===== config.mk =====
export PLATFORM = sky130hd
export DESIGN_NAME = cih_top
export DESIGN_NICKNAME = d
export VERILOG_FILES = /design/src/core/cih_pkg.sv /design/src/core/cih_sync.sv /design/src/core/cih_top.sv
export SDC_FILE = /design/constraint.sdc
export NUM_CORES = 1
export LEC_CHECK = 0
export ABC_AREA = 1
export BUFFER_PORTS_ARGS = -buffer_cell sky130_fd_sc_hd__buf_2
export CAP_MARGIN = 30
export CORE_UTILIZATION = 49
export DETAILED_ROUTE_END_ITERATION = 7
export PLACE_DENSITY = 0.82
export SLEW_MARGIN = 30
export SYNTH_ARGS = -nofsm -noshare
export SYNTH_HDL_FRONTEND = slang
export SYNTH_HIERARCHICAL = 1
export SYNTH_SLANG_ARGS = --single-unit

===== constraint.sdc =====
create_clock -name clk_sys -period 2.55 [get_ports clk_sys]
set_input_delay 0.51 -clock clk_sys [delete_from_list [all_inputs] [get_ports clk_sys]]
set_output_delay 0.51 -clock clk_sys [all_outputs]
set_load 0.1 [all_outputs]

===== src/core/cih_pkg.sv =====
// Function
// External reset held at least 1 ms after supply and clock are valid.
// Reset input is active high, asynchronous; forces a defined start state.
// Maskable interrupt taken only while the flags word enable bit is set.
// Accepted maskable interrupt runs two locked acknowledges back to back.
// Source keeps maskable request high until both acknowledges are done.
// Non-maskable interrupt is rising-edge detected, one request per edge.
// Source holds non-maskable input low four clocks before its rising edge.
// Cycle-pending output high while an internal bus request is pending.
// Cycle-pending output is always driven, also during bus hold.
// Hold request makes the device float its bus pins.
// Hold granted only after current cycle, burst or locked sequence ends.
// Device stays off the bus until hold request drops.
// Hold acknowledge rises in the same clock the bus floats.
// Hold acknowledge falls when the device takes the bus back.
// Hold acknowledge stays driven through the whole hold period.
// Reset, interrupt and hold inputs pass a multi-stage synchroniser.
// Pending non-maskable request is serviced before a maskable one.
`default_nettype none

package cih_pkg;

  // Interrupt enable bit inside the processor flags word
  localparam int unsigned CIH_IF_BIT = 9;
  // Synchroniser depth and the lanes of the synchronised vector
  localparam int unsigned CIH_SYNC_STAGES = 3;
  localparam int unsigned CIH_SYNC_W = 4;
  localparam int unsigned CIH_SI_RESET = 0;
  localparam int unsigned CIH_SI_MASKABLE_IRQ_IN = 1;
  localparam int unsigned CIH_SI_NMI = 2;
  localparam int unsigned CIH_SI_HOLD = 3;
  // Least low time of the non-maskable input before an edge, in clocks
  localparam logic [2:0] CIH_NMI_LOW_MIN = 3'h4;
  // Burst beat counter width; at most four beats by default
  localparam int unsigned CIH_BEAT_W = 2;
  localparam int unsigned CIH_VEC_W = 8;

  typedef enum logic [2:0] {
    CIH_ST_IDLE,
    CIH_ST_CYC,
    CIH_ST_INTA1,
    CIH_ST_INTA2,
    CIH_ST_HOLD
  } cih_state_t;

endpackage

`default_nettype wire


===== src/core/cih_sync.sv =====
`default_nettype none

// Multi-flop synchroniser for a vector of independent levels
module cih_sync #(
  parameter int unsigned WIDTH  = 4,
  parameter int unsigned STAGES = 3
) (
  input  wire  logic             clk_sys,
  input  wire  logic             rstn,
  input  wire  logic [WIDTH-1:0] async_in,
  output var   logic [WIDTH-1:0] sync_out
);

  logic [WIDTH-1:0] stage_ff [STAGES];

  if (STAGES < 2) begin : g_bad_stages
    $error("cih_sync needs at least two stages");
  end

  // First stage feeds only the second; no logic taps it
  always_ff @(posedge clk_sys)
  begin
    if (!rstn)
    begin
      for (int i = 0; i < STAGES; i++)
        stage_ff[i] <= '0;
    end
    else
    begin
      stage_ff[0] <= async_in;
      for (int i = 1; i < STAGES; i++)
        stage_ff[i] <= stage_ff[i-1];
    end
  end

  assign sync_out = stage_ff[STAGES-1];

endmodule

`default_nettype wire


===== src/core/cih_top.sv =====
`default_nettype none

// Reset entry, interrupt intake and bus hold arbitration for the core
module cih_top #(
  parameter int unsigned BEAT_W = cih_pkg::CIH_BEAT_W,
  parameter int unsigned VEC_W  = cih_pkg::CIH_VEC_W
) (
  input  wire  logic              clk_sys,
  input  wire  logic              rstn,
  input  wire  logic              reset_in,
  input  wire  logic              maskable_irq_in,
  input  wire  logic              nmi_in,
  input  wire  logic              hold_req_in,
  input  wire  logic [31:0]       processor_flags_word,
  input  wire  logic              core_req_in,
  input  wire  logic [BEAT_W-1:0] core_beats_in,
  input  wire  logic              core_lock_in,
  input  wire  logic              bus_rdy_in,
  input  wire  logic [VEC_W-1:0]  inta_data_in,
  output var   logic              core_reset_out,
  output var   logic              internal_cycle_pending_out,
  output var   logic              bus_grant_ack_out,
  output var   logic              bus_drive_en_out,
  output var   logic              bus_cycle_out,
  output var   logic              inta_cycle_out,
  output var   logic              nmi_take_out,
  output var   logic              maskable_irq_in_take_out,
  output var   logic [VEC_W-1:0]  maskable_irq_in_vector_out
);

  import cih_pkg::*;

  if (BEAT_W < 1 || VEC_W < 1) begin : g_bad_width
    $error("cih_top widths must be at least one");
  end

  logic [CIH_SYNC_W-1:0] sync_vec;
  logic                  reset_s;
  logic                  maskable_irq_in_s;
  logic                  nmi_s;
  logic                  hold_s;
  logic                  rst_all;
  cih_state_t            state_ff;
  cih_state_t            nxt_state;
  logic [BEAT_W-1:0]     beat_cnt_ff;
  logic [BEAT_W-1:0]     beat_len_ff;
  logic                  nmi_prev_ff;
  logic [2:0]            nmi_low_ff;
  logic                  nmi_pend_ff;
  logic                  nmi_edge;
  logic                  go_hold;
  logic                  nmi_serv;
  logic                  maskable_irq_in_ok;
  logic                  cyc_last;

  // Pins are asynchronous; all four cross through one synchroniser
  cih_sync #(
    .WIDTH  (CIH_SYNC_W),
    .STAGES (CIH_SYNC_STAGES)
  ) u_sync (
    .clk_sys  (clk_sys),
    .rstn     (rstn),
    .async_in ({hold_req_in, nmi_in, maskable_irq_in, !reset_in}),
    .sync_out (sync_vec)
  );

  assign reset_s = !sync_vec[CIH_SI_RESET]; // Cleared lane reads as reset
  assign maskable_irq_in_s  = sync_vec[CIH_SI_MASKABLE_IRQ_IN];
  assign nmi_s   = sync_vec[CIH_SI_NMI];
  assign hold_s  = sync_vec[CIH_SI_HOLD];
  assign rst_all = !rstn || reset_s;

  // Arbitration terms; a held lock keeps the bus even between cycles
  assign go_hold  = hold_s && !core_lock_in;
  assign nmi_serv = (state_ff == CIH_ST_IDLE) && !go_hold && nmi_pend_ff;
  assign maskable_irq_in_ok  = maskable_irq_in_s && processor_flags_word[CIH_IF_BIT]
                    && !nmi_pend_ff;
  assign cyc_last = bus_rdy_in && (beat_cnt_ff == beat_len_ff);

  // Bus state transitions
  always_comb
  begin
    nxt_state = state_ff;
    unique case (state_ff)
      CIH_ST_IDLE:
      begin
        if (go_hold)
          nxt_state = CIH_ST_HOLD;
        else if (nmi_pend_ff)
          nxt_state = CIH_ST_IDLE;
        else if (maskable_irq_in_ok)
          nxt_state = CIH_ST_INTA1;
        else if (core_req_in)
          nxt_state = CIH_ST_CYC;
      end
      CIH_ST_CYC:
      begin
        if (cyc_last)
          nxt_state = CIH_ST_IDLE;
      end
      CIH_ST_INTA1:
      begin
        if (bus_rdy_in)
          nxt_state = CIH_ST_INTA2;
      end
      CIH_ST_INTA2:
      begin
        if (bus_rdy_in)
          nxt_state = CIH_ST_IDLE;
      end
      CIH_ST_HOLD:
      begin
        if (!hold_s)
          nxt_state = CIH_ST_IDLE;
      end
    endcase
  end

  // State register and pin-facing flags move together, so the grant
  // and the float of the bus land on the same edge
  always_ff @(posedge clk_sys)
  begin
    if (rst_all)
    begin
      state_ff          <= CIH_ST_IDLE;
      bus_grant_ack_out <= 1'b0;
      bus_drive_en_out  <= 1'b1;
      bus_cycle_out     <= 1'b0;
      inta_cycle_out    <= 1'b0;
    end
    else
    begin
      state_ff          <= nxt_state;
      bus_grant_ack_out <= (nxt_state == CIH_ST_HOLD);
      bus_drive_en_out  <= (nxt_state != CIH_ST_HOLD);
      bus_cycle_out     <= (nxt_state == CIH_ST_CYC);
      inta_cycle_out    <= (nxt_state == CIH_ST_INTA1)
                           || (nxt_state == CIH_ST_INTA2);
    end
  end

  // Burst beat counting; length latched at cycle start
  always_ff @(posedge clk_sys)
  begin
    if (rst_all)
    begin
      beat_cnt_ff <= '0;
      beat_len_ff <= '0;
    end
    else if (state_ff == CIH_ST_IDLE)
    begin
      beat_cnt_ff <= '0;
      beat_len_ff <= core_beats_in;
    end
    else if (state_ff == CIH_ST_CYC && bus_rdy_in)
      beat_cnt_ff <= beat_cnt_ff + 1'b1;
  end

  // Low-time qualified edge detector on the synchronised input
  assign nmi_edge = nmi_s && !nmi_prev_ff && (nmi_low_ff >= CIH_NMI_LOW_MIN);

  always_ff @(posedge clk_sys)
  begin
    if (rst_all)
    begin
      nmi_prev_ff <= 1'b0;
      nmi_low_ff  <= 3'h0;
    end
    else
    begin
      nmi_prev_ff <= nmi_s;
      if (nmi_s)
        nmi_low_ff <= 3'h0;
      else if (nmi_low_ff < CIH_NMI_LOW_MIN)
        nmi_low_ff <= nmi_low_ff + 3'h1;
    end
  end

  // Pending flag; a new edge wins over the clear of the previous one
  always_ff @(posedge clk_sys)
  begin
    if (rst_all)
      nmi_pend_ff <= 1'b0;
    else if (nmi_edge)
      nmi_pend_ff <= 1'b1;
    else if (nmi_serv)
      nmi_pend_ff <= 1'b0;
  end

  // Service strobes and vector capture from the second acknowledge
  always_ff @(posedge clk_sys)
  begin
    if (rst_all)
    begin
      nmi_take_out    <= 1'b0;
      maskable_irq_in_take_out   <= 1'b0;
      maskable_irq_in_vector_out <= '0;
    end
    else
    begin
      nmi_take_out  <= nmi_serv;
      maskable_irq_in_take_out <= (state_ff == CIH_ST_INTA2) && bus_rdy_in;
      if (state_ff == CIH_ST_INTA2 && bus_rdy_in)
        maskable_irq_in_vector_out <= inta_data_in;
    end
  end

  // Pending output never floats; it also counts an acknowledge owed
  always_ff @(posedge clk_sys)
  begin
    if (rst_all)
    begin
      core_reset_out             <= 1'b1;
      internal_cycle_pending_out <= 1'b0;
    end
    else
    begin
      core_reset_out             <= 1'b0;
      internal_cycle_pending_out <= core_req_in || maskable_irq_in_ok;
    end
  end
endmodule

`default_nettype wire


==> results of run 1 <==
[power groups by stage]
| stage | logic, mW | clock network, mW | registers (mW) |
|---|---|---|---|
| floorplan | 0.0248 | 0 | 0.654 |
| global placement | 0.0445 | 0 | 0.651 |
| detailed placement | 0.0454 | 0 | 0.651 |
| CTS | 0.0456 | 0.279 | 0.637 |
| global route | 0.0516 | 0.306 | 0.638 |
| finish | 0.0452 | 0.266 | 0.636 |
[cell usage after synthesis]
library cell	count
xor2_1	2
nor2_4	1
nand3_1	7
inv_1	26
a21boi_4	1
or2_2	1
buf_6	1
nor2_1	29
and2_1	1
a21oi_2	1
dfxtp_1	40
nand3b_1	1
buf_4	4
nor3_1	2
buf_2	1
nor2_2	2
ha_1	1
nand2_1	41
clkbuf_1	1
a21oi_1	3
o211ai_1	2
o21ai_0	10
nand4_1	2
mux2_2	1
nand3_2	1
inv_2	5
nor4_1	1
nand2_2	3
nor3_2	1
[final cells by class]
cell class	count	share of cell area
Clock buffer	5	0.02174
Inverter	31	0.06739
Multi-Input combinational cell	114	0.3232
Sequential cell	40	0.4638
Tap cell	31	0.02246
Timing Repair Buffer	35	0.1014
[cells by family after synthesis]
group	share of synthesized area
muxes	0.007383
adders and majority gates	0.008202
xor gates and xnor gates	0.01149
DFF	0.5250
and+or+nand+nor	0.2683
buffers and inverters	0.1091
AOI/OAI and AO/OA	0.07055
[per-stage QoR]
stage,utilization,power (mW)
2_1_floorplan,-,0.6792
3_3_place_gp,0.5921,0.6951
3_5_place_dp,0.5921,0.6964
4_1_cts,0.6053,0.9609
5_1_grt,0.6053,0.9950
6_report,0.6053,0.9480
[state kept, by name (all words and copies together), names as in the netlist]
signal,cells
u_sync/stage_ff,12
beat_len_ff,2
nmi_prev_ff,1
inta_cycle_out,1
maskable_irq_in_vector_out,8
nmi_take_out,1
internal_cycle_pending_out,1
bus_cycle_out,1
bus_grant_ack_out,1
core_reset_out,1
bus_drive_en_out,1
nmi_low_ff,3
state_ff,3
nmi_pend_ff,1
beat_cnt_ff,2
maskable_irq_in_take_out,1
[layer usage]
| layer | vias up | track usage | share of wire |
|---|---|---|---|
| li1 | 651 | - | - |
| met1 | 516 | 0.2145 | 0.47 |
| met2 | 42 | 0.2924 | 0.43 |
| met3 | 7 | 0.08036 | 0.068 |
| met4 | 0 | 0.08844 | 0.026 |
| met5 | - | 0 | 0 |
[how the worst min path moves through the flow]
stage / start / end / slack (ps) / cells after the start
floorplan: u_sync/stage_ff[0][6] / u_sync/stage_ff[0][10] / 390 / 2
global placement: u_sync/stage_ff[0][6] / u_sync/stage_ff[0][10] / 390 / 2
detailed placement: u_sync/stage_ff[0][5] / u_sync/stage_ff[0][9] / 400 / 2
CTS: hold_req_in / u_sync/stage_ff[0][3] / 340 / 3
global route: hold_req_in / u_sync/stage_ff[0][3] / 330 / 3
finish: hold_req_in / u_sync/stage_ff[0][3] / 360 / 3
==> results.json, run 1 <==
{
  "crit_family": "buffers and inverters",
  "cp_num_cells": 1,
  "ioPinCount": 67,
  "core_area_um2": 2853,
  "drt-initial-drc-count": 25,
  "synth_area_leaders": "dfxtp_1 (53%), nand2_1 (10%), nor2_1 (7.1%), inv_1 (6.4%), o21ai_0 (3.3%)",
  "p_sw_frac": 0.2147,
  "syn_inst": 192,
  "synth_top_area_frac": 0.5250,
  "grt_pass1_wl_um": 4581,
  "drive_above_1_share": 0.2533,
  "clock_latency_ps": 330,
  "timing.critical_path.buf_inv": 1,
  "crit_required_ps": 2040,
  "rsz0062_at_grt": "no",
  "yosysTopAreaCell": "dfxtp_1",
  "dp_slack_ps": 714.8,
  "final_common_cell": "nand2_1",
  "place_congestion": 0.7701,
  "grt-ovfl-total": 0,
  "worst_pin_slew_ps": 488.3,
  "crit_start": "maskable_irq_in_vector_out[2]",
  "die_area_um2": 3340,
  "clockBufferDepth": 2,
  "hold_viol": 0,
  "p_leak_nw": 0.9442,
  "final_cell_area_um2": 1727,
  "grt_start_max_net_pins": 16,
  "crit_end": "maskable_irq_in_vector_out[2]",
  "syn_area_per_cell_um2": 7.944,
  "postCtsSetupBuffers": 0,
  "io_buffers": 35,
  "path_max_fanout": 2,
  "switchingPower_mw": 0.2036,
  "arrival_ps": 1110,
  "wl_per_cell_um": 9.742,
  "crit_slowest_cell": "buf_2",
  "ys_ff_latch": 40,
  "grt_usage": 0.1843,
  "ys_types": 29,
  "dr.pass1.iters": 6,
  "power_density_nw_per_um2": 549.1,
  "status": "finished, violations left",
  "dieHeight_um": 57.79,
  "first_global_vias": 1146,
  "clockPowerShare": 0.281,
  "setup_violations": 0,
  "p_int_mw": 0.7445,
  "htreeDepth": 2,
  "critPathMaxStageDelay_ps": 430,
  "rows": 19,
  "path_cells": "buf_2",
  "drt-total-wl_um": 2494,
  "layout_common_cells": "nand2_1 (41), dfxtp_1 (40), buf_2 (35), nor2_1 (29), inv_1 (26)",
  "cts_tree": "done",
  "cts_hold_buf": 0,
  "area_growth_pct": 13.21,
  "syn_area_um2": 1525,
  "nFillCells": 281,
  "r2r_slack_ps": 1200,
  "antenna_found_initial": 0,
  "clk_pin_slew_ps": 90,
  "finalMaxSlewViolations": 0,
  "cts_buffers": 5,
  "tns_ps": 0,
  "die_w_um": 57.79,
  "slew_headroom": 0.6767,
  "instances_no_fill": 256,
  "endpoint_kind": "output port",
  "ys_seq_area_frac": 0.5250,
  "timing.final.ws_setup_ps": 932.6,
  "p_seq_frac": 0.671,
  "r2r-start": "u_sync/stage_ff[0][8]",
  "initial_utilization": 0.5346,
  "synth_warnings": 6,
  "hold-worst-slack_ps": 357.7,
  "place_hpwl_um": 1832,
  "peakVddDrop_mv": 0.3765,
  "timing.fmax_mhz": 618.3,
  "vias": 1216,
  "rr_worst_depth": 4,
  "cts.sinks": 40,
  "period_needed_ps": 1617,
  "postPlaceCellArea_um2": 1689,
  "startpoint_type": "flip-flop",
  "finClkSkew_ps": 4.969,
  "failed_checks": "design-rule violations",
  "route.detailed.drc": 4,
  "multi_input_area_um2": 558.0,
  "p_comb_frac": 0.048,
  "postRouteAntennaNets": 0,
  "holdCritPathClass": "primary input to flip-flop",
  "fin_crit_sh": 0.6343,
  "final_net_count": 279,
  "viasPerCell": 4.750,
  "maxCapViolations": 0,
  "antenna_cells": 0,
  "placed_cells": 251,
  "worstSetupPathType": "flip-flop to output port",
  "rr_endpoint": "beat_len_ff[1]",
  "synth_nets": 244,
  "seq_area_um2": 800.8,
  "cts.repair.resized": 0,
  "cts_root_buf": "clkbuf_4"
}
No activity file was read; power rests on OpenSTA's default activity.
==> inputs of run 2 (changes only) <==
Settings changed: ABC_AREA 1 to 0, CORE_UTILIZATION 49 to 41, PLACE_DENSITY 0.82 to 0.74.
Clock period 2.55 ns to 1.4 ns, I/O delays scaled along.
==> run 2 against run 1 <==
Effect of this change: the flow now finishes without violations; final cell count down 4.3%; first-iteration DRC count rose to 2.7 times the previous value; critical path depth up 4; final area up 7.3%; routed wire length up 13%; clock power rose to 2.6 times the previous value; flip-flop and latch count unchanged; highest routed layer unchanged.
==> results.json, run 2 <==
{
  "status": "finished clean",
  "path_cells": "nor2b_1, buf_4, nor3_1, o211ai_2, and3b_1",
  "dieHeight_um": 62.69,
  "timing.fmax_mhz": 752.2,
  "io_buffers": 35,
  "endpoint_kind": "flip-flop",
  "rows": 21,
  "die_w_um": 62.69,
  "holdCritPathClass": "primary input to flip-flop",
  "holdCritStartpoint": "hold_req_in",
  "placed_cells": 238,
  "largest_reg_flops": 12,
  "layout_common_cells": "dfxtp_1 (37), buf_2 (35), nand2_1 (19), buf_4 (14), nor2_1 (12)",
  "p_int_mw": 1.537,
  "syn_area_um2": 1510,
  "grt-ovfl-total": 0,
  "setup_violations": 0,
  "path_max_fanout": 4,
  "dp_slack_ps": 23.08,
  "p_comb_frac": 0.045,
  "drt-total-wl_um": 2827,
  "clockPowerShare": 0.360,
  "hold-worst-slack_ps": 215.4,
  "period_needed_ps": 1329,
  "power_density_nw_per_um2": 1051,
  "place_hpwl_um": 2004,
  "cts.sinks": 40,
  "rr_endpoint": "bus_grant_ack_out",
  "cts.repair.resized": 0,
  "hold_depth": 2,
  "p_sw_frac": 0.2113,
  "dr.pass1.iters": 4,
  "antenna_cells": 0,
  "core_area_um2": 3442,
  "p_leak_nw": 0.7977,
  "antenna_found_initial": 0,
  "synth_ff_type": "dfxtp_1",
  "crit_start": "u_sync/stage_ff[0][11]",
  "final_cell_area_um2": 1853,
  "reg_top3": "u_sync/stage_ff x12, maskable_irq_in_vector_out x8",
  "tns_ps": 0,
  "clock_latency_ps": 280,
  "clockBufferDepth": 2,
  "startpoint_type": "flip-flop",
  "grt_start_max_net_pins": 15,
  "finClkSkew_ps": 4.102,
  "wl_per_cell_um": 11.54,
  "place_congestion": 0.8193,
  "clk_pin_slew_ps": 70,
  "ys_ff_latch": 40,
  "cts_hold_buf": 0,
  "htreeDepth": 2,
  "initial_utilization": 0.4387,
  "postCtsSetupBuffers": 0,
  "hold_end": "u_sync/stage_ff[0][3]",
  "drt-initial-drc-count": 67,
  "peakVddDrop_mv": 0.8615,
  "worst_pin_slew_ps": 492.8,
  "slew_headroom": 0.6738,
  "vias": 1170,
  "timing.final.ws_setup_ps": 70.54,
  "arrival_ps": 1510,
  "die_area_um2": 3930,
  "viasPerCell": 4.776,
  "worstSetupPathType": "flip-flop to flip-flop",
  "postPlaceCellArea_um2": 1767,
  "yosysTopAreaCell": "dfxtp_1",
  "cts_tree": "done",
  "fin_crit_sh": 0.9496,
  "route.detailed.drc": 0,
  "synth_warnings": 6,
  "final_common_cell": "dfxtp_1",
  "area_growth_pct": 22.70,
  "grt_pass1_wl_um": 4747,
  "rsz0062_at_grt": "no",
  "drive_above_1_share": 0.3618,
  "cts_buffers": 5,
  "switchingPower_mw": 0.4116,
  "p_seq_frac": 0.595,
  "first_global_vias": 1097,
  "maxCapViolations": 0,
  "postRouteAntennaNets": 0,
  "crit_required_ps": 1580,
  "hold_viol": 0,
  "critPathMaxStageDelay_ps": 310,
  "synth_area_leaders": "dfxtp_1 (53%), nand2_1 (4.7%), and2_2 (4.0%), a21oi_1 (3.6%), nor2_1 (3.0%)",
  "ys_types": 41,
  "cts_root_buf": "clkbuf_8",
  "synth_top_area_frac": 0.5302,
  "grt_usage": 0.1617,
  "syn_area_per_cell_um2": 9.806,
  "instances_no_fill": 245,
  "r2r-start": "u_sync/stage_ff[0][11]",
  "synthTopCellsByCount": "dfxtp_1 (40), nand2_1 (19), nor2_1 (12)",
  "synthMostInstantiatedCell": "dfxtp_1",
  "synth_edf_count": 0,
  "final_net_count": 251,
  "finalMaxSlewViolations": 0,
  "ioPinCount": 67,
  "async_reset_ff_frac": 0,
  "largest_register": "u_sync/stage_ff",
  "crit_slowest_cell": "dfxtp_1",
  "syn_inst": 154,
  "nFillCells": 323,
  "r2r_slack_ps": 70,
  "ys_seq_area_frac": 0.5302,
  "synth_nets": 206,
  "rr_worst_depth": 5
}
==> run 2: cell count changes in the layout (fill, tap and decap cells not counted), moves of 8 or more <==
| cell | previous run | this run |
|---|---|---|
| inv_1 | 26 | 2 |
| nand2_1 | 41 | 19 |
| nor2_1 | 29 | 12 |
| buf_4 | 0 | 14 |
| o21ai_0 | 10 | 1 |
| a21oi_1 | 3 | 11 |
| and2_2 | 0 | 8 |
==> run 2: metrics by stage <==
step / power [mW] / utilization
after floorplan: 1.235 / -
after CTS: 1.974 / 0.5358
after global placement: 1.272 / 0.5133
after global routing: 2.036 / 0.5384
final: 1.948 / 0.5384
after detailed placement: 1.274 / 0.5133
==> run 2: area by class of cell <==
| type | count | area, um2 | share of cell area |
|---|---|---|---|
| flip-flops and latches | 40 | 804.5 | 0.4342 |
| inverters | 2 | 7.507 | 0.004051 |
| clock buffers | 6 | 72.57 | 0.03916 |
| repair buffers | 49 | 280.3 | 0.1512 |
| well taps | 46 | 57.56 | 0.03106 |
| clock inverters | 1 | 5.005 | 0.002701 |
| multi-input cells | 101 | 625.6 | 0.3376 |
==> run 2: critical path: cells and delay by family, from the launching register on <==
| family | cells | cell delay (ps) |
|---|---|---|
| simple gates | 3 | 610 |
| flops | 1 | 310 |
| compound gates | 1 | 150 |
| buf+inv | 1 | 140 |
==> run 2: cell families after synthesis <==
| family | after synthesis | share of synthesized area |
|---|---|---|
| buffers and inverters | 13 | 0.05883 |
| AOI/OAI and AO/OA | 23 | 0.1003 |
| muxes | 3 | 0.01988 |
| adders and majority gates | 1 | 0.008284 |
| and+or+nand+nor | 70 | 0.2593 |
| xor gates and xnor gates | 4 | 0.02320 |
| DFF | 40 | 0.5302 |
==> run 2: routing by layer <==
metal  vias up  wire length, um  track usage
met2        29             1344       0.2514
li1        606                -            -
met4         0               78      0.09884
met3         7              117      0.06022
met5         -                0            0
met1       528             1286       0.1877
==> run 2: worst max-delay path by stage <==
stage / to / slack [ps] / cells past startpoint
floorplan: maskable_irq_in_vector_out[6] / 160 / 2
global placement: bus_grant_ack_out / 50 / 5
detailed placement: bus_grant_ack_out / 20 / 5
CTS: bus_grant_ack_out / 20 / 5
global route: bus_grant_ack_out / 20 / 5
finish: bus_grant_ack_out / 70 / 5
==> run 2: power groups by stage <==
stage          clock [mW]  sequential (mW)  combinational [mW]
5_1_grt             0.779             1.16              0.0968
3_5_place_dp            0             1.19              0.0881
6_report            0.701             1.16              0.0882
2_1_floorplan           0             1.19              0.0442
3_3_place_gp            0             1.19              0.0868
4_1_cts             0.726             1.16              0.0884
